[src/psh_host_ctrl_params.svh]
// constants for the host-facing control and strap block
`ifndef PSH_HOST_CTRL_PARAMS_SVH
`define PSH_HOST_CTRL_PARAMS_SVH
`define PSH_CLK_MHZ 100
`define PSH_RST_FILT_NS 1000
`define PSH_RST_FILT_CYC ((`PSH_RST_FILT_NS * `PSH_CLK_MHZ) / 1000)
`define PSH_SHDN_MIN_NS 3000
`define PSH_SHDN_FILT_CYC ((`PSH_SHDN_MIN_NS * `PSH_CLK_MHZ) / 2000)
`define PSH_REG_RESET 8'h00
`define PSH_REG_INT_MASK 8'h01
`define PSH_REG_EVENT 8'h02
`define PSH_REG_MODE 8'h03
`define PSH_REG_SHUT_MASK 8'h04
`define PSH_REG_PRIO_A 8'h05
`define PSH_REG_PRIO_B 8'h06
`define PSH_REG_POWER_REQ 8'h07
`define PSH_REG_CHAN_STAT 8'h08
`define PSH_REG_ADDR_STAT 8'h09
`define PSH_REG_CFG_STAT 8'h0A
`define PSH_RST_REL_LO 6
`define PSH_RST_REL_HI 7
`define PSH_MODE_AUTO 0
`define PSH_MODE_PRIO3 1
`define PSH_MODE_THR_LSB 2
`define PSH_INT_MASK_RST 8'hFF
`define PSH_MODE_RST 8'h00
`define PSH_ADDR_FIXED_HI 2'h1
`define PSH_ADDR_FIXED_LO 1'h0
`define PSH_STRAP_RST 10'h3C0
`define PSH_PWR_DEFAULT 2'h0
`endif

[src/psh_pkg.sv]
// types shared by the host-facing control block
package psh_pkg;
  typedef struct packed {
    logic [3:0] addrBits;
    logic [1:0] cfgSel;
    logic [1:0] linkNode;
    logic [1:0] powerMode;
  } psh_strap_t;
  typedef struct packed {
    logic rstPin;
    logic shutdown;
    logic scl;
    logic sda;
    logic linkClk;
    logic [3:0] faultTimer;
    logic [3:0] outBelow;
    logic [3:0] classOk;
    psh_strap_t strap;
  } psh_pins_t;
  typedef enum logic [3:0] {
    PSH_I2C_IDLE = 4'h1,
    PSH_I2C_ADDR = 4'h2,
    PSH_I2C_ACK = 4'h4,
    PSH_I2C_DATA = 4'h8
  } psh_i2c_state_t;
endpackage

[src/psh_host_ctrl.sv]
// host-facing reset, interrupt, serial bus, shutdown and strap logic
`timescale 1ns/1ps
`default_nettype none
`include "psh_host_ctrl_params.svh"
module psh_host_ctrl (
  input wire logic clk,
  input wire logic rst_n,
  input wire logic resetPin_n,
  input wire logic masked_shutdown_in,
  input wire logic serialClk,
  input wire logic serial_data_sense,
  input wire logic linkClk,
  input wire logic [3:0] chanFaultTimer,
  input wire logic [3:0] chanOutBelow,
  input wire logic [3:0] chanClassOk,
  input wire logic [3:0] addrStrap,
  input wire logic [1:0] cfgStrap,
  input wire logic [1:0] link_node_strap,
  input wire logic [1:0] power_mode_strap,
  input wire logic customPkgPresent,
  input wire logic customCfg0,
  input wire logic [1:0] customPowerMode,
  input wire logic [7:0] regAddr,
  input wire logic [7:0] regWrData,
  input wire logic regWr,
  input wire logic regRd,
  output logic [7:0] regRdData,
  output logic intOut,
  output logic intOe_n,
  output logic serial_data_drive,
  output logic serialDataOe_n,
  output logic [3:0] chanSwitchOn,
  output logic [1:0] maxPowerAlloc,
  output logic [1:0] cfgSelect,
  output logic [1:0] linkNodeAddr,
  output logic deviceActive
);
  localparam int RST_FILT = `PSH_RST_FILT_CYC;
  localparam int SHDN_FILT = `PSH_SHDN_FILT_CYC;

  psh_pkg::psh_pins_t pinsRaw;
  psh_pkg::psh_pins_t sync1_reg;
  psh_pkg::psh_pins_t sync2_reg;
  psh_pkg::psh_strap_t strap_reg;
  psh_pkg::psh_i2c_state_t i2cState_reg;
  logic chipRst_reg;
  logic [7:0] rstLowCnt_reg;
  logic strapTake;
  logic [8:0] shutCnt_reg;
  logic shutActive_reg;
  logic sclPrev_reg;
  logic sdaPrev_reg;
  logic linkPrev_reg;
  logic startSeen;
  logic stopSeen;
  logic sclRise;
  logic sclFall;
  logic linkEdge;
  logic busBusy_reg;
  logic [3:0] bitCnt_reg;
  logic [7:0] shift_reg;
  logic [6:0] baseAddr;
  logic [3:0] faultCap_reg;
  logic [3:0] belowCap_reg;
  logic [3:0] classOk_reg;
  logic [7:0] evtSet;
  logic [7:0] evtClr;
  logic [7:0] evt_reg;
  logic [7:0] evt_next;
  logic [7:0] intMask_reg;
  logic [7:0] mode_reg;
  logic [3:0] shutMask_reg;
  logic [11:0] prio_reg;
  logic [3:0] powerReq_reg;
  logic [3:0] kill;
  logic [3:0] grant;
  logic intPending;
  logic wrEn;

  assign pinsRaw = '{rstPin: resetPin_n, shutdown: masked_shutdown_in, scl: serialClk,
                     sda: serial_data_sense, linkClk: linkClk, faultTimer: chanFaultTimer,
                     outBelow: chanOutBelow, classOk: chanClassOk,
                     strap: '{addrBits: addrStrap, cfgSel: cfgStrap,
                              linkNode: link_node_strap, powerMode: power_mode_strap}};

  // every pin except the custom package inputs crosses two flops; the first stage feeds only the second
  always_ff @(posedge clk or negedge rst_n)
  begin
    if (!rst_n)
    begin
      sync1_reg <= '0;
      sync2_reg <= '0;
    end
    else
    begin
      sync1_reg <= pinsRaw;
      sync2_reg <= sync1_reg;
    end
  end

  // reset pin filter: only a low lasting the full window resets the core
  always_ff @(posedge clk or negedge rst_n)
  begin
    if (!rst_n)
    begin
      rstLowCnt_reg <= 8'h00;
      chipRst_reg <= 1'b1;
    end
    else if (sync2_reg.rstPin)
    begin
      rstLowCnt_reg <= 8'h00;
      chipRst_reg <= 1'b0;
    end
    // one sample beyond the window, so a pulse just under it never qualifies
    else if (rstLowCnt_reg == 8'(RST_FILT))
      chipRst_reg <= 1'b1;
    else
      rstLowCnt_reg <= rstLowCnt_reg + 8'h01;
  end

  // straps are taken in the last cycle of reset, once per release
  assign strapTake = chipRst_reg && sync2_reg.rstPin;

  always_ff @(posedge clk or negedge rst_n)
  begin
    if (!rst_n)
      strap_reg <= `PSH_STRAP_RST;
    else if (strapTake)
      strap_reg <= sync2_reg.strap;
  end

  always_ff @(posedge clk or negedge rst_n)
  begin
    if (!rst_n)
    begin
      cfgSelect <= 2'h0;
      maxPowerAlloc <= `PSH_PWR_DEFAULT;
      linkNodeAddr <= 2'h0;
    end
    else
    begin
      cfgSelect <= {strap_reg.cfgSel[1], customPkgPresent ? customCfg0 : strap_reg.cfgSel[0]};
      linkNodeAddr <= strap_reg.linkNode;
      if (customPkgPresent)
        maxPowerAlloc <= customPowerMode;
      else if (strap_reg.linkNode == 2'h0)
        maxPowerAlloc <= strap_reg.powerMode;
      else
        maxPowerAlloc <= `PSH_PWR_DEFAULT;
    end
  end

  // shutdown qualifier: half the minimum pulse, so a legal pulse always counts
  always_ff @(posedge clk or negedge rst_n)
  begin
    if (!rst_n)
    begin
      shutCnt_reg <= 9'h000;
      shutActive_reg <= 1'b0;
    end
    else if (chipRst_reg || !sync2_reg.shutdown)
    begin
      shutCnt_reg <= 9'h000;
      shutActive_reg <= 1'b0;
    end
    else if (shutCnt_reg == 9'(SHDN_FILT - 1))
      shutActive_reg <= 1'b1;
    else
      shutCnt_reg <= shutCnt_reg + 9'h001;
  end

  always_ff @(posedge clk or negedge rst_n)
  begin
    if (!rst_n)
    begin
      sclPrev_reg <= 1'b1;
      sdaPrev_reg <= 1'b1;
      linkPrev_reg <= 1'b0;
    end
    else
    begin
      sclPrev_reg <= sync2_reg.scl;
      sdaPrev_reg <= sync2_reg.sda;
      linkPrev_reg <= sync2_reg.linkClk;
    end
  end

  assign sclRise = sync2_reg.scl && !sclPrev_reg;
  assign sclFall = !sync2_reg.scl && sclPrev_reg;
  assign startSeen = sync2_reg.scl && sclPrev_reg && sdaPrev_reg && !sync2_reg.sda;
  assign stopSeen = sync2_reg.scl && sclPrev_reg && !sdaPrev_reg && sync2_reg.sda;
  assign linkEdge = sync2_reg.linkClk && !linkPrev_reg;
  assign baseAddr = {`PSH_ADDR_FIXED_HI, strap_reg.addrBits, `PSH_ADDR_FIXED_LO};

  always_ff @(posedge clk or negedge rst_n)
  begin
    if (!rst_n)
      busBusy_reg <= 1'b0;
    else if (chipRst_reg || stopSeen)
      busBusy_reg <= 1'b0;
    else if (startSeen)
      busBusy_reg <= 1'b1;
  end

  // address phase only: this block answers with the acknowledge of its own address
  always_ff @(posedge clk or negedge rst_n)
  begin
    if (!rst_n)
    begin
      i2cState_reg <= psh_pkg::PSH_I2C_IDLE;
      bitCnt_reg <= 4'h0;
      shift_reg <= 8'h00;
      serialDataOe_n <= 1'b1;
    end
    else if (chipRst_reg || stopSeen)
    begin
      i2cState_reg <= psh_pkg::PSH_I2C_IDLE;
      serialDataOe_n <= 1'b1;
    end
    else if (startSeen)
    begin
      i2cState_reg <= psh_pkg::PSH_I2C_ADDR;
      bitCnt_reg <= 4'h0;
      serialDataOe_n <= 1'b1;
    end
    else
    begin
      case (i2cState_reg)
        psh_pkg::PSH_I2C_IDLE:
          serialDataOe_n <= 1'b1;
        psh_pkg::PSH_I2C_ADDR:
        begin
          if (sclRise && bitCnt_reg != 4'h8)
          begin
            shift_reg <= {shift_reg[6:0], sync2_reg.sda};
            bitCnt_reg <= bitCnt_reg + 4'h1;
          end
          else if (sclFall && bitCnt_reg == 4'h8)
          begin
            if (shift_reg[7:1] == baseAddr)
            begin
              i2cState_reg <= psh_pkg::PSH_I2C_ACK;
              serialDataOe_n <= 1'b0;
            end
            else
              i2cState_reg <= psh_pkg::PSH_I2C_DATA;
          end
        end
        psh_pkg::PSH_I2C_ACK:
          if (sclFall)
          begin
            i2cState_reg <= psh_pkg::PSH_I2C_DATA;
            serialDataOe_n <= 1'b1;
          end
        psh_pkg::PSH_I2C_DATA:
          serialDataOe_n <= 1'b1;
        default:
        begin
          i2cState_reg <= psh_pkg::PSH_I2C_IDLE;
          serialDataOe_n <= 1'b1;
        end
      endcase
    end
  end

  // channel status from the port side is taken on the sampled link clock edge
  always_ff @(posedge clk or negedge rst_n)
  begin
    if (!rst_n)
    begin
      faultCap_reg <= 4'h0;
      belowCap_reg <= 4'h0;
      classOk_reg <= 4'h0;
    end
    else if (chipRst_reg)
    begin
      faultCap_reg <= 4'h0;
      belowCap_reg <= 4'h0;
      classOk_reg <= 4'h0;
    end
    else if (linkEdge)
    begin
      faultCap_reg <= sync2_reg.faultTimer;
      belowCap_reg <= sync2_reg.outBelow;
      classOk_reg <= sync2_reg.classOk;
    end
  end

  assign evtSet[3:0] = linkEdge ? (sync2_reg.faultTimer & ~faultCap_reg & chanSwitchOn) : 4'h0;
  assign evtSet[7:4] = linkEdge ? (sync2_reg.outBelow & ~belowCap_reg) : 4'h0;
  assign wrEn = regWr && !chipRst_reg;
  always_comb
  begin
    evtClr = 8'h00;
    if (wrEn && regAddr == `PSH_REG_RESET &&
        (regWrData[`PSH_RST_REL_LO] || regWrData[`PSH_RST_REL_HI]))
      evtClr = 8'hFF;
    else if (wrEn && regAddr == `PSH_REG_EVENT)
      evtClr = regWrData;
  end
  // a new event in the clearing cycle survives
  assign evt_next = (evt_reg & ~evtClr) | evtSet;

  always_ff @(posedge clk or negedge rst_n)
  begin
    if (!rst_n)
      evt_reg <= 8'h00;
    else if (chipRst_reg)
      evt_reg <= 8'h00;
    else
      evt_reg <= evt_next;
  end

  assign intPending = |(evt_next & intMask_reg);

  // pin only moves while the bus is idle, so a mid-transaction fault waits for stop
  always_ff @(posedge clk or negedge rst_n)
  begin
    if (!rst_n)
      intOe_n <= 1'b1;
    else if (chipRst_reg)
      intOe_n <= 1'b1;
    else if (!busBusy_reg && !startSeen)
      intOe_n <= !intPending;
  end

  always_ff @(posedge clk or negedge rst_n)
  begin
    if (!rst_n)
    begin
      intMask_reg <= `PSH_INT_MASK_RST;
      mode_reg <= `PSH_MODE_RST;
      shutMask_reg <= 4'h0;
      prio_reg <= 12'h000;
      powerReq_reg <= 4'h0;
    end
    else if (chipRst_reg)
    begin
      intMask_reg <= `PSH_INT_MASK_RST;
      mode_reg <= `PSH_MODE_RST;
      shutMask_reg <= 4'h0;
      prio_reg <= 12'h000;
      powerReq_reg <= 4'h0;
    end
    else if (wrEn)
    begin
      case (regAddr)
        `PSH_REG_INT_MASK: intMask_reg <= regWrData;
        `PSH_REG_MODE: mode_reg <= regWrData;
        `PSH_REG_SHUT_MASK: shutMask_reg <= regWrData[3:0];
        `PSH_REG_PRIO_A: prio_reg[5:0] <= regWrData[5:0];
        `PSH_REG_PRIO_B: prio_reg[11:6] <= regWrData[5:0];
        `PSH_REG_POWER_REQ: powerReq_reg <= regWrData[3:0];
        default: ;
      endcase
    end
  end

  // 1-bit scheme: masked channels drop; 3-bit scheme: channels below threshold drop
  always_comb
  begin
    kill = 4'h0;
    grant = 4'h0;
    for (int i = 0; i < 4; i++)
    begin
      if (mode_reg[`PSH_MODE_PRIO3])
        kill[i] = shutActive_reg &&
                  (prio_reg[3*i +: 3] < mode_reg[`PSH_MODE_THR_LSB +: 3]);
      else
        kill[i] = shutActive_reg && shutMask_reg[i];
      if (mode_reg[`PSH_MODE_AUTO])
        grant[i] = classOk_reg[i];
      else
        grant[i] = powerReq_reg[i];
    end
  end

  // a faulted channel stays off until its event is cleared
  always_ff @(posedge clk or negedge rst_n)
  begin
    if (!rst_n)
      chanSwitchOn <= 4'h0;
    else if (chipRst_reg)
      chanSwitchOn <= 4'h0;
    else
      chanSwitchOn <= grant & ~kill & ~evt_next[3:0] & ~evtSet[3:0];
  end

  always_ff @(posedge clk or negedge rst_n)
  begin
    if (!rst_n)
      regRdData <= 8'h00;
    else if (regRd && !chipRst_reg)
    begin
      case (regAddr)
        `PSH_REG_INT_MASK: regRdData <= intMask_reg;
        `PSH_REG_EVENT: regRdData <= evt_reg;
        `PSH_REG_MODE: regRdData <= mode_reg;
        `PSH_REG_SHUT_MASK: regRdData <= {4'h0, shutMask_reg};
        `PSH_REG_PRIO_A: regRdData <= {2'h0, prio_reg[5:0]};
        `PSH_REG_PRIO_B: regRdData <= {2'h0, prio_reg[11:6]};
        `PSH_REG_POWER_REQ: regRdData <= {4'h0, powerReq_reg};
        `PSH_REG_CHAN_STAT: regRdData <= {classOk_reg, chanSwitchOn};
        `PSH_REG_ADDR_STAT: regRdData <= {1'b0, baseAddr};
        `PSH_REG_CFG_STAT: regRdData <= {customPkgPresent, shutActive_reg, linkNodeAddr,
                                         maxPowerAlloc, cfgSelect};
        default: regRdData <= 8'h00;
      endcase
    end
    else
      regRdData <= 8'h00;
  end

  always_ff @(posedge clk or negedge rst_n)
  begin
    if (!rst_n)
      deviceActive <= 1'b0;
    else
      deviceActive <= !chipRst_reg;
  end

  // open-drain pins only ever pull low; the enable decides
  assign intOut = 1'b0;
  assign serial_data_drive = 1'b0;

  property p_rst_ports_off;
    @(posedge clk) disable iff (!rst_n)
    chipRst_reg |=> (chanSwitchOn == 4'h0 && intOe_n && evt_reg == 8'h00);
  endproperty
  a_rst_ports_off: assert property (p_rst_ports_off) else $error("ports live in reset");

  property p_rst_release;
    @(posedge clk) disable iff (!rst_n)
    (chipRst_reg && sync2_reg.rstPin) |=> !chipRst_reg ##1 deviceActive;
  endproperty
  a_rst_release: assert property (p_rst_release) else $error("reset not left");

  property p_rst_filter;
    @(posedge clk) disable iff (!rst_n)
    $rose(chipRst_reg) |-> $past(rstLowCnt_reg) == 8'(RST_FILT) && !$past(sync2_reg.rstPin);
  endproperty
  a_rst_filter: assert property (p_rst_filter) else $error("reset glitch passed");

  property p_int_assert;
    @(posedge clk) disable iff (!rst_n)
    (!chipRst_reg && !busBusy_reg && !startSeen && |(evt_next & intMask_reg)) |=> !intOe_n;
  endproperty
  a_int_assert: assert property (p_int_assert) else $error("interrupt not driven");

  property p_int_release;
    @(posedge clk) disable iff (!rst_n)
    (wrEn && regAddr == `PSH_REG_RESET && regWrData[`PSH_RST_REL_HI] && evtSet == 8'h00)
      |=> evt_reg == 8'h00;
  endproperty
  a_int_release: assert property (p_int_release) else $error("events not released");

  property p_int_masked;
    @(posedge clk) disable iff (!rst_n)
    (!busBusy_reg && !startSeen && (evt_next & intMask_reg) == 8'h00) |=> intOe_n;
  endproperty
  a_int_masked: assert property (p_int_masked) else $error("masked event drove pin");

  property p_int_frozen;
    @(posedge clk) disable iff (!rst_n)
    (busBusy_reg && !chipRst_reg) |=> $stable(intOe_n);
  endproperty
  a_int_frozen: assert property (p_int_frozen) else $error("pin moved mid transaction");

  property p_ack_addr;
    @(posedge clk) disable iff (!rst_n)
    $fell(serialDataOe_n) |-> shift_reg[7:1] == {2'h1, strap_reg.addrBits, 1'b0};
  endproperty
  a_ack_addr: assert property (p_ack_addr) else $error("ack for foreign address");

  property p_fault_off;
    @(posedge clk) disable iff (!rst_n)
    (evtSet[0] && !chipRst_reg) |=> !chanSwitchOn[0] && evt_reg[0];
  endproperty
  a_fault_off: assert property (p_fault_off) else $error("faulted channel left on");

  property p_wake_quiet;
    @(posedge clk)
    $rose(rst_n) |-> intOe_n && evt_reg == 8'h00;
  endproperty
  a_wake_quiet: assert property (p_wake_quiet) else $error("interrupt after power-up");
endmodule
`default_nettype wire

[config.mk]
export PLATFORM = sky130hd
export DESIGN_NAME = psh_host_ctrl
export DESIGN_NICKNAME = d
export VERILOG_FILES = /design/src/psh_pkg.sv /design/src/psh_host_ctrl.sv
export VERILOG_INCLUDE_DIRS = /design/src /design/src/src
export SDC_FILE = /design/constraint.sdc
export NUM_CORES = 1
export LEC_CHECK = 0
export ABC_CLOCK_PERIOD_IN_PS = 2350
export BUFFER_PORTS_ARGS = -buffer_cell sky130_fd_sc_hd__buf_2
export CAP_MARGIN = 20
export CORE_MARGIN = 4
export CORE_UTILIZATION = 46
export DETAILED_ROUTE_END_ITERATION = 12
export PLACE_DENSITY_LB_ADDON = 0.15
export SLEW_MARGIN = 40
export SYNTH_ARGS = -nofsm -noshare
export SYNTH_HDL_FRONTEND = slang
export SYNTH_SLANG_ARGS = --single-unit
[constraint.sdc]
create_clock -name clk -period 2.35 [get_ports clk]
set_clock_uncertainty 0.05 [all_clocks]
set_input_delay 0.1175 -clock clk [delete_from_list [all_inputs] [get_ports clk]]
set_output_delay 0.1175 -clock clk [all_outputs]
set_load 0.02 [all_outputs]
==> results of run 1 <==
power breakdown:
group	total (mW)	internal, mW	switching, mW	leakage [nW]
Sequential	3.39	3.26	0.125	2.26
Combinational	0.553	0.239	0.314	1.90
Clock	2.88	1.61	1.27	0.287
Total	6.82	5.11	1.71	4.44
how the worst min path moves through the flow:
stage	end	slack (ps)	depth (start not counted)
after floorplan	belowCap_reg[0]	-230	0
after global placement	belowCap_reg[1]	70	1
after detailed placement	belowCap_reg[1]	70	1
after CTS	maxPowerAlloc[1]	20	3
after global routing	maxPowerAlloc[1]	30	3
final	maxPowerAlloc[1]	40	3
worst reg2reg max path: cells and delay by family (launching register included):
kind	cells	cell delay (ps)
AO/OA/AOI/OAI	4	1130
flip-flops	1	390
AND/OR/NAND/NOR	2	550
through the flow:
step / total power, mW / cell area (sq um) / setup WS (ps) / hold slack [ps] / std cells
after global routing: 7.11 / 9390 / 19.8 / 30.2 / 1048
after floorplan: 3.68 / 7710 / 323 / -228 / 695
final: 6.82 / 9390 / 162 / 36.0 / 1048
after detailed placement: 3.95 / 8400 / 136 / 69.8 / 977
after global placement: 3.93 / 8400 / 173 / 68.3 / 977
after CTS: 6.89 / 9390 / 142 / 17.5 / 1048
cells in the final DEF (no fill, tap or decap), types with 15 or more instances in the layout:
master / n
dfrtp_1: 162
buf_4: 19
o21ai_0: 17
dfstp_2: 18
nand3_1: 31
a21oi_1: 55
nor2_1: 60
nand2_1: 87
mux2_2: 25
mux2i_1: 25
buf_2: 70
clkbuf_16: 17
xor2_1: 15
inv_1: 18
dlygate4sd3_1: 39
logic make-up (layout without fill, tap and decap cells):
group / count (synthesis) / after routing / synth area share, %
and+or+nand+nor: 250 / 250 / 15.8
buffers and inverters: 49 / 182 / 2.58
DFF: 180 / 180 / 58.8
AOI/OAI and AO/OA: 129 / 129 / 10.7
adders and majority gates: 14 / 14 / 2.27
other: 1 / 2 / 0.0487
xor gates and xnor gates: 18 / 18 / 2.05
muxes: 53 / 53 / 7.78
metal layers:
metal / vias up / wire length [um] / part of all wire [%] / global-route usage [%]
met5: - / 0 / 0 / 0
met4: 0 / 346 / 1.8 / 6.76
met3: 33 / 1300 / 6.6 / 5.70
met2: 194 / 9330 / 48 / 35.6
met1: 2879 / 8540 / 44 / 29.3
li1: 2668 / - / - / -
cell type report:
type / instances / area, sq um / area share [%]
clock buffers: 19 / 433 / 4.61
clock inverters: 13 / 165 / 1.76
inverters: 19 / 71.3 / 0.760
multi-input cells: 466 / 2980 / 31.8
flip-flops and latches: 180 / 4530 / 48.2
well taps: 220 / 275 / 2.93
repair buffers: 131 / 935 / 9.96
==> qor.csv, run 1 <==
metric,value,unit
status,completed,
Avg Inst Size Synth,11.1,sq um
R2R depth,6,
Num Clock Sinks,180,
post-CTS setup buffer count,0,
global-route wire length before repair,31200,um
Antenna Nets Post-Route,0,
Iteration-0 DRC Markers,444,
Max-cap violations,0,
Max stage delay on crit path,520,ps
CP Buf/Inv Count,0,
stages on the worst setup path,6,
"Setup violations, final",0,
vias per cell,5.51,
Rows,47,
core area,16500,sq um
Fin. Hold Viols,0,
Die Y,137,um
crit path kind,reg -> reg,
vias in the first global route,5801,
Main synth FF type,dfrtp_1,
IO Port Bufs,71,
leak pwr,4.44,nW
Sum Neg Setup Slack,0,ps
total number of vias,5774,
Synth async-reset ratio,100,%
area share of the largest cell type after synthesis,52.6,%
RSZ-0062 raised after global routing,no,
Starting Density,46.6,%
"most used cell, CP",o221ai_2,
post-synthesis cell type with the largest combined area,dfrtp_1,
Fill cells,1379,
YS warnings,0,
Rel. slew slack,57.0,%
Final Critical Period,2190,ps
post-CTS sizing,0,
Slowest cell on crit path,a31oi_1,
root buffer cell,clkbuf_16,
R2R setup slack,160,ps
drt total wl,19500,um
Arrival @ worst endpoint,2480,ps
Reg-to-Reg End,intOe_n,
All-Layer GR Usage,22.0,%
synth cell count leaders,"dfrtp_1, nand2_1, nor2_1",
Post-CTS Hold Buffers,39,
Final #Nets,880,
Post-synth EDFFs,0,
RR Startpoint,sdaPrev_reg,
Final HPWL DP,13900,um
Longest Clk Path Bufs,2,
later-pin clock latency in the skew report,430,ps
"Cell Chain, Critical Path","nor2b_1, a31oi_1, o2111ai_1, nor4_2, o221ai_2, o221ai_2",
"Cell Area, Synth",7700,sq um
CP endpoint,intOe_n,
WL per Instance,18.6,um
HP Start,customPkgPresent,
Synth cell types,64,
Worst-path clk slew,70,ps
Placer Congestion,0.868,
total gr overflow,0,
Fmax achieved,0.457,GHz
io pins,74,
top area cells in the synthesized netlist,"dfrtp_1, dfstp_2, nand2_1",
DRC,0,
Crit path max-delay family,compound AO/OA/AOI/OAI gates,
fin util,56.8,%
clock tree from TritonCTS,yes,
TritonCTS Buffers,17,
die width,137,um
Tcrit/Tclk final,93.1,%
PwrDens,726,nW/um^2
layout cells sized above 1,21.6,%
largest net degree at the start of global routing,57,
DR pass1 iterations,6,
Worst Path Required,2650,ps
Syn Inst Count,694,
Critical Path End Type,flop,
maximum vdd drop,0.709,mV
most common cell in the netlist,dfrtp_1,
Startpoint Class,flop,
initial antenna violation count,0,
Max Transition Viols Final,0,
Die ar.,18900,sq um
"Seq/Total Area, Yosys",58.8,%
Slew @ Worst Pin,642,ps
# diodes,0,
H-tree depth,4,
Synth Register Bits,180,
Critical Path Fanout Max,4,
Critical Path Start,sdaPrev_reg,
Hold WC Path Type,in -> reg,
Area Growth Syn to Fin,21.9,%
Power figures use the tool's default switching activity.
==> run 2, diff against run 1 <==
--- a/config.mk
+++ b/config.mk
@@ -6,7 +6,7 @@
 export SDC_FILE = /design/constraint.sdc
 export NUM_CORES = 1
 export LEC_CHECK = 0
-export ABC_CLOCK_PERIOD_IN_PS = 2350
+export ABC_CLOCK_PERIOD_IN_PS = 2000
 export BUFFER_PORTS_ARGS = -buffer_cell sky130_fd_sc_hd__buf_2
 export CAP_MARGIN = 20
 export CORE_MARGIN = 4
==> constraint.sdc (replaced) <==
create_clock -name clk -period 2 [get_ports clk]
set_clock_uncertainty 0.05 [all_clocks]
set_input_delay 0.1 -clock clk [delete_from_list [all_inputs] [get_ports clk]]
set_output_delay 0.1 -clock clk [all_outputs]
set_load 0.02 [all_outputs]
==> qor.csv, run 2 (synthesis results as in run 1) <==
metric,value,unit,change
Final Critical Period,1900,ps,-285 ps
Slowest cell on crit path,dfstp_2,,
Max-cap violations,0,,unchanged
Max stage delay on crit path,590,ps,+70 ps
Worst-path clk slew,70,ps,about the same
Sw Pwr,2.09,mW,+22%
Clk network pwr share,42.2,%,about the same
TritonCTS Buffers,17,,unchanged
R2R depth,6,,unchanged
crit path kind,reg -> reg,,
global-route wire length before repair,31500,um,+0.88%
"Setup violations, final",0,,unchanged
"Cell Chain, Critical Path","xnor2_1, nand3_1, nor4_1, buf_4, o21ai_0, a221o_1",,
RSZ-0062 raised after global routing,no,,
RR Startpoint,baseAddr[1],,
Rows,47,,unchanged
R2R setup slack,100,ps,-60 ps
Antenna Nets Post-Route,0,,unchanged
total gr overflow,0,,unchanged
Comb power frac,8.6,%,+0.5 points
Net Sw Frac,25.9,%,+0.79 points
leak pwr,4.56,nW,+2.7%
IO Port Bufs,71,,unchanged
Startpoint Class,flop,,
register share of total power,49.2,%,-0.4 points
Final Cell Area,9590,sq um,+2.1%
later-pin clock latency in the skew report,440,ps,about the same
io pins,74,,unchanged
HP Start,customPkgPresent,,
"most common cell after layout, fill and taps aside",dfrtp_1,,
total number of vias,5796,,+0.38%
DRC,0,,unchanged
Placer Congestion,0.873,,+0.53%
All-Layer GR Usage,22.2,%,+0.11 points
core area,16500,sq um,unchanged
CP Buf/Inv Count,1,,+1
status,completed,,
Longest Clk Path Bufs,2,,unchanged
Starting Density,46.6,%,unchanged
Fmax achieved,0.525,GHz,+15%
maximum vdd drop,0.780,mV,+9.9%
Arrival @ worst endpoint,2210,ps,-270 ps
Die Y,137,um,unchanged
PwrDens,844,nW/um^2,+16%
Pint,5.99,mW,+17%
Slew @ Worst Pin,504,ps,-138 ps
initial antenna violation count,0,,unchanged
Post-Place Cells,996,,+1.9%
Placed Area,8540,sq um,+1.7%
Fin. Hold Viols,0,,unchanged
Sum Neg Setup Slack,0,ps,unchanged
Rel. slew slack,66.3,%,+9.3 points
worst hold path depth,2,,-1
Final HPWL DP,14000,um,+1.3%
Area Growth Syn to Fin,24.4,%,
drt total wl,19400,um,-0.42%
DR pass1 iterations,5,,-1
root buffer cell,clkbuf_16,,
largest net degree at the start of global routing,65,,+14%
post-CTS setup buffer count,0,,unchanged
Worst Path Required,2310,ps,-340 ps
Iteration-0 DRC Markers,390,,-12%
Num Clock Sinks,180,,unchanged
# diodes,0,,unchanged
final non-filler cell total,1071,,+2.2%
Power Total,8.09,mW,+19%
Tcrit/Tclk final,95.1,%,+2.0 points
WL per Instance,18.1,um,-2.6%
vias per cell,5.41,,-1.8%
layout cells sized above 1,23.7,%,+2.1 points
WHS Endpoint,cfgSelect[0],,
Max Transition Viols Final,0,,unchanged
"commonest cells after routing, fill and taps aside","dfrtp_1, nand2_1, buf_2, nor2_1, a21oi_1",,
Die ar.,18900,sq um,unchanged
H-tree depth,4,,unchanged
vias in the first global route,5851,,+0.86%
clock tree from TritonCTS,yes,,
Critical Path Fanout Max,3,,-1
Crit path max-delay family,flip-flops,,
WHS,44.1,ps,+8.16 ps
Reg-to-Reg End,serialDataOe_n,,
Fill cells,1414,,+2.5%
Critical Path End Type,flop,,
Hold WC Path Type,in -> reg,,
die width,137,um,unchanged
Final #Nets,903,,+2.6%
run 2: worst max path at each step:
stage                           start              end  slack, ps  cells after the start
final                     baseAddr[1]   serialDataOe_n        100                      6
after global routing      sdaPrev_reg          intOe_n         10                      7
after CTS                 chipRst_reg     strap_reg[0]         20                      4
after detailed placement   regAddr[5]          intOe_n       -180                      8
after global placement     regAddr[5]  chanSwitchOn[2]       -170                      8
after floorplan            regAddr[5]          intOe_n         10                      8
run 2: worst register-to-register path, cell delays in order (launching register included):
cell,delay (ps)
dfstp_2,590
xnor2_1,130
nand3_1,90
nor4_1,350
buf_4,200
o21ai_0,70
a221o_1,350
run 2: repair_timing:
item	in CTS	in global routing
endpoints found under the setup margin	0	22
gates resized for setup	0	3
hold buffers	43	0
hold endpoints to repair	182	0
run 2: per-stage QoR:
step,utilization [%],worst slack [ps]
global route,58.0,10.1
floorplan,-,10.0
finish,58.0,97.0
global placement,51.7,-166
detailed placement,51.7,-182
CTS,58.0,16.8
run 2: metal layers:
metal / vias up / wire length (um) / track usage, %
met5: - / 0 / 0
met4: 0 / 421 / 7.04
met3: 26 / 1110 / 5.19
met2: 175 / 9350 / 35.4
met1: 2880 / 8550 / 30.1
li1: 2715 / - / -
run 2: layout make-up:
| type | instances | area, sq um | share of cell area (%) |
|---|---|---|---|
| Sequential cell | 180 | 4530 | 47.2 |
| Clock inverter | 13 | 156 | 1.63 |
| Inverter | 19 | 71.3 | 0.744 |
| Multi-Input combinational cell | 466 | 2990 | 31.2 |
| Clock buffer | 19 | 453 | 4.72 |
| Tap cell | 220 | 275 | 2.87 |
| Timing Repair Buffer | 154 | 1120 | 11.7 |
run 2: power groups by stage:
stage          sequential [mW]  combinational, mW  clock (mW)
2_1_floorplan             3.99              0.327           0
3_3_place_gp              4.04              0.613           0
3_5_place_dp              4.05              0.630           0
4_1_cts                   3.98              0.700        3.49
5_1_grt                   4.00              0.781        3.66
6_report                  3.98              0.695        3.41
==> run 3, diff against run 2 <==
--- a/config.mk
+++ b/config.mk
@@ -6,11 +6,12 @@
 export SDC_FILE = /design/constraint.sdc
 export NUM_CORES = 1
 export LEC_CHECK = 0
+export ABC_AREA = 1
 export ABC_CLOCK_PERIOD_IN_PS = 2000
 export BUFFER_PORTS_ARGS = -buffer_cell sky130_fd_sc_hd__buf_2
 export CAP_MARGIN = 20
 export CORE_MARGIN = 4
-export CORE_UTILIZATION = 46
+export CORE_UTILIZATION = 45
 export DETAILED_ROUTE_END_ITERATION = 12
 export PLACE_DENSITY_LB_ADDON = 0.15
 export SLEW_MARGIN = 40
==> qor.csv, run 3 <==
metric,value,unit,change
HP Start,customPkgPresent,,
PwrDens,839,nW/um^2,-0.49%
WL per Instance,15.9,um,-12%
Placed Area,8300,sq um,-2.8%
simple-gate share of the synthesized area,17.5,%,+1.7 points
Max-cap violations,0,,unchanged
"Setup violations, final",0,,unchanged
layout cells sized above 1,17.4,%,-6.3 points
Synth cell types,43,,-33%
Rows,47,,unchanged
R2R depth,11,,+5
drt total wl,18600,um,-4.5%
fin util,56.2,%,-1.9 points
Longest Clk Path Bufs,2,,unchanged
Adder-Cell Fraction of Synth Area,2.31,%,+0.034 points
area share of the largest cell type after synthesis,53.4,%,+0.79 points
Antenna Nets Post-Route,0,,unchanged
Comb power frac,8.6,%,about the same
Max Transition Viols Final,0,,unchanged
Fin. Hold Viols,0,,unchanged
"Seq/Total Area, Yosys",59.6,%,+0.88 points
io pins,74,,unchanged
synth cell count leaders,"dfrtp_1, nand2_1, inv_1",,
Final Cell Area,9310,sq um,-2.8%
mux cell area share after synthesis,1.19,%,-6.6 points
global-route wire length before repair,30200,um,-4.0%
Synth async-reset ratio,100,%,unchanged
Die Y,138,um,+0.33%
Fill cells,1506,,+6.5%
die width,138,um,+0.33%
root buffer cell,clkbuf_16,,
Arrival @ worst endpoint,2090,ps,-120 ps
total gr overflow,0,,unchanged
worst hold path depth,4,,+2
Slew @ Worst Pin,782,ps,+277 ps
YS warnings,0,,unchanged
Rel. slew slack,47.9,%,-18 points
status,completed,,
IO Port Bufs,71,,unchanged
most common cell in the netlist,dfrtp_1,,
Hold WC Path Type,in -> reg,,
# diodes,0,,unchanged
Sum Neg Setup Slack,0,ps,unchanged
Synth Register Bits,180,,unchanged
Post-Synth XOR/XNOR Area,0.808,%,-1.2 points
H-tree depth,4,,unchanged
WHS Endpoint,maxPowerAlloc[1],,
Starting Density,45.8,%,-0.85 points
Iteration-0 DRC Markers,505,,+29%
clock tree from TritonCTS,yes,,
Fmax achieved,0.549,GHz,+4.5%
initial antenna violation count,0,,unchanged
crit path kind,reg -> reg,,
Synth Area in Compound Gates,11.7,%,+1.0 points
largest family of logic cells by synthesized area,simple AND/OR/NAND/NOR gates,,
All-Layer GR Usage,20.9,%,-1.3 points
R2R setup slack,180,ps,+80 ps
post-synthesis cell type with the largest combined area,dfrtp_1,,
Reg area,4530,sq um,unchanged
RSZ-0062 raised after global routing,no,,
vias per cell,5.09,,-5.9%
Pint,5.87,mW,-2.1%
Worst Path Required,2270,ps,-40 ps
DR pass1 iterations,5,,unchanged
Startpoint Class,flop,,
top area cells in the synthesized netlist,"dfrtp_1, nand2_1, dfstp_2",,
total number of vias,5942,,+2.5%
Critical Path End Type,flop,,
DRC,0,,unchanged
Critical Path Fanout Max,4,,+1
Syn Inst Count,799,,+15%
Final Critical Period,1820,ps,-81.2 ps
register share of total power,50.6,%,+1.4 points
Num Clock Sinks,180,,unchanged
"most common cell after layout, fill and taps aside",dfrtp_1,,
final non-filler cell total,1167,,+9.0%
core area,16600,sq um,+0.36%
Tcrit/Tclk final,91.1,%,-4.1 points
Final HPWL DP,13500,um,-3.9%
TritonCTS Buffers,17,,unchanged
Area Growth Syn to Fin,22.7,%,
leak pwr,4.57,nW,about the same
Post-synth EDFFs,0,,unchanged
later-pin clock latency in the skew report,430,ps,about the same
Net Sw Frac,25.0,%,-0.91 points
vias in the first global route,5766,,-1.5%
Reg-to-Reg End,i2cState_reg[2],,
Worst-path clk slew,70,ps,about the same
Post-Place Cells,1091,,+9.5%
"Cell Area, Synth",7590,sq um,-1.5%
Sw Pwr,1.95,mW,-6.7%
multi-input combinational cell area,2550,sq um,-15%
Final #Nets,1000,,+11%
RR Startpoint,sdaPrev_reg,,
Avg Inst Size Synth,9.50,sq um,-14%
Die ar.,19000,sq um,+0.67%
Clk network pwr share,40.9,%,-1.3 points
Main synth FF type,dfrtp_1,,
maximum vdd drop,0.730,mV,-6.4%
"commonest cells after routing, fill and taps aside","dfrtp_1, nand2_1, inv_1, o21ai_0, buf_2",,
largest net degree at the start of global routing,53,,-18%
Placer Congestion,0.920,,+5.3%
run 3: changes by cell type in the layout (fill, tap and decap cells not counted), sizes merged, moves of 15 or more:
cell / before / now
a21oi: 56 / 36
nand2: 87 / 152
buf: 111 / 89
o21ai: 17 / 76
o22ai: 1 / 16
mux2: 25 / 8
inv: 25 / 121
nand3: 31 / 47
mux2i: 25 / 0
run 3: power groups by stage:
stage / clock, mW / sequential [mW] / combinational, mW
after global routing: 3.42 / 3.98 / 0.770
final: 3.19 / 3.96 / 0.669
after floorplan: 0 / 3.99 / 0.349
after detailed placement: 0 / 4.02 / 0.602
after global placement: 0 / 4.02 / 0.592
after CTS: 3.27 / 3.95 / 0.671
run 3: final cells by class:
type                       instances  area share (%)
multi-input combinational        487            27.4
clock buffer                      19            4.76
clock inverter                    12            1.29
tap                              220            2.96
sequential                       180            48.6
timing repair buffer             133            10.3
inverter                         116            4.67
run 3: cell families (layout without fill, tap and decap cells):
kind of cell,count (synthesis),count (layout)
other,1,2
DFF,180,180
and+or+nand+nor,299,299
adders and majority gates,14,14
muxes,8,8
buffers and inverters,133,280
AOI/OAI and AO/OA,157,157
xor gates and xnor gates,7,7
run 3: metal layers:
metal	vias to the layer above	global-route usage, %	routed length (um)
li1	2895	-	-
met1	2843	30.3	8580
met2	189	32.6	8540
met3	15	4.46	1300
met4	0	4.61	152
met5	-	0	0
run 3: worst max-delay path, cell delays in order, from the launching register on:
cell and delay, ps:
dfstp_2 520, inv_1 60, a31oi_2 260, nand2_2 140, nor2_1 180, inv_1 100, nor2_1 110, nor2_1 60
nand2_1 100, inv_2 50, nand2_1 50, nand2_1 40
run 3: repair_timing:
action,in CTS,in global routing
setup endpoints to repair,0,6
hold buffers,44,0
setup buffers,0,1
hold endpoints to repair,184,0
resized for setup,0,1
run 3: worst max-delay path by stage:
stage / from / to / slack, ps / cells after the start
after global routing: bitCnt_reg[0] / i2cState_reg[3] / 3 / 14
after floorplan: sdaPrev_reg / i2cState_reg[2] / 370 / 11
after detailed placement: regAddr[3] / mode_reg[6] / 150 / 7
final: sdaPrev_reg / i2cState_reg[2] / 180 / 11
after CTS: bitCnt_reg[1] / bitCnt_reg[1] / 100 / 9
after global placement: regAddr[3] / mode_reg[7] / 140 / 7
run 3: through the flow:
step           hold slack, ps  total power, mW  worst slack [ps]
6_report                 47.3             7.82               178
3_5_place_dp             11.5             4.62               153
2_1_floorplan            -246             4.34               371
5_1_grt                  51.9             8.17              2.55
3_3_place_gp             11.3             4.61               139
4_1_cts                  19.2             7.90              95.4
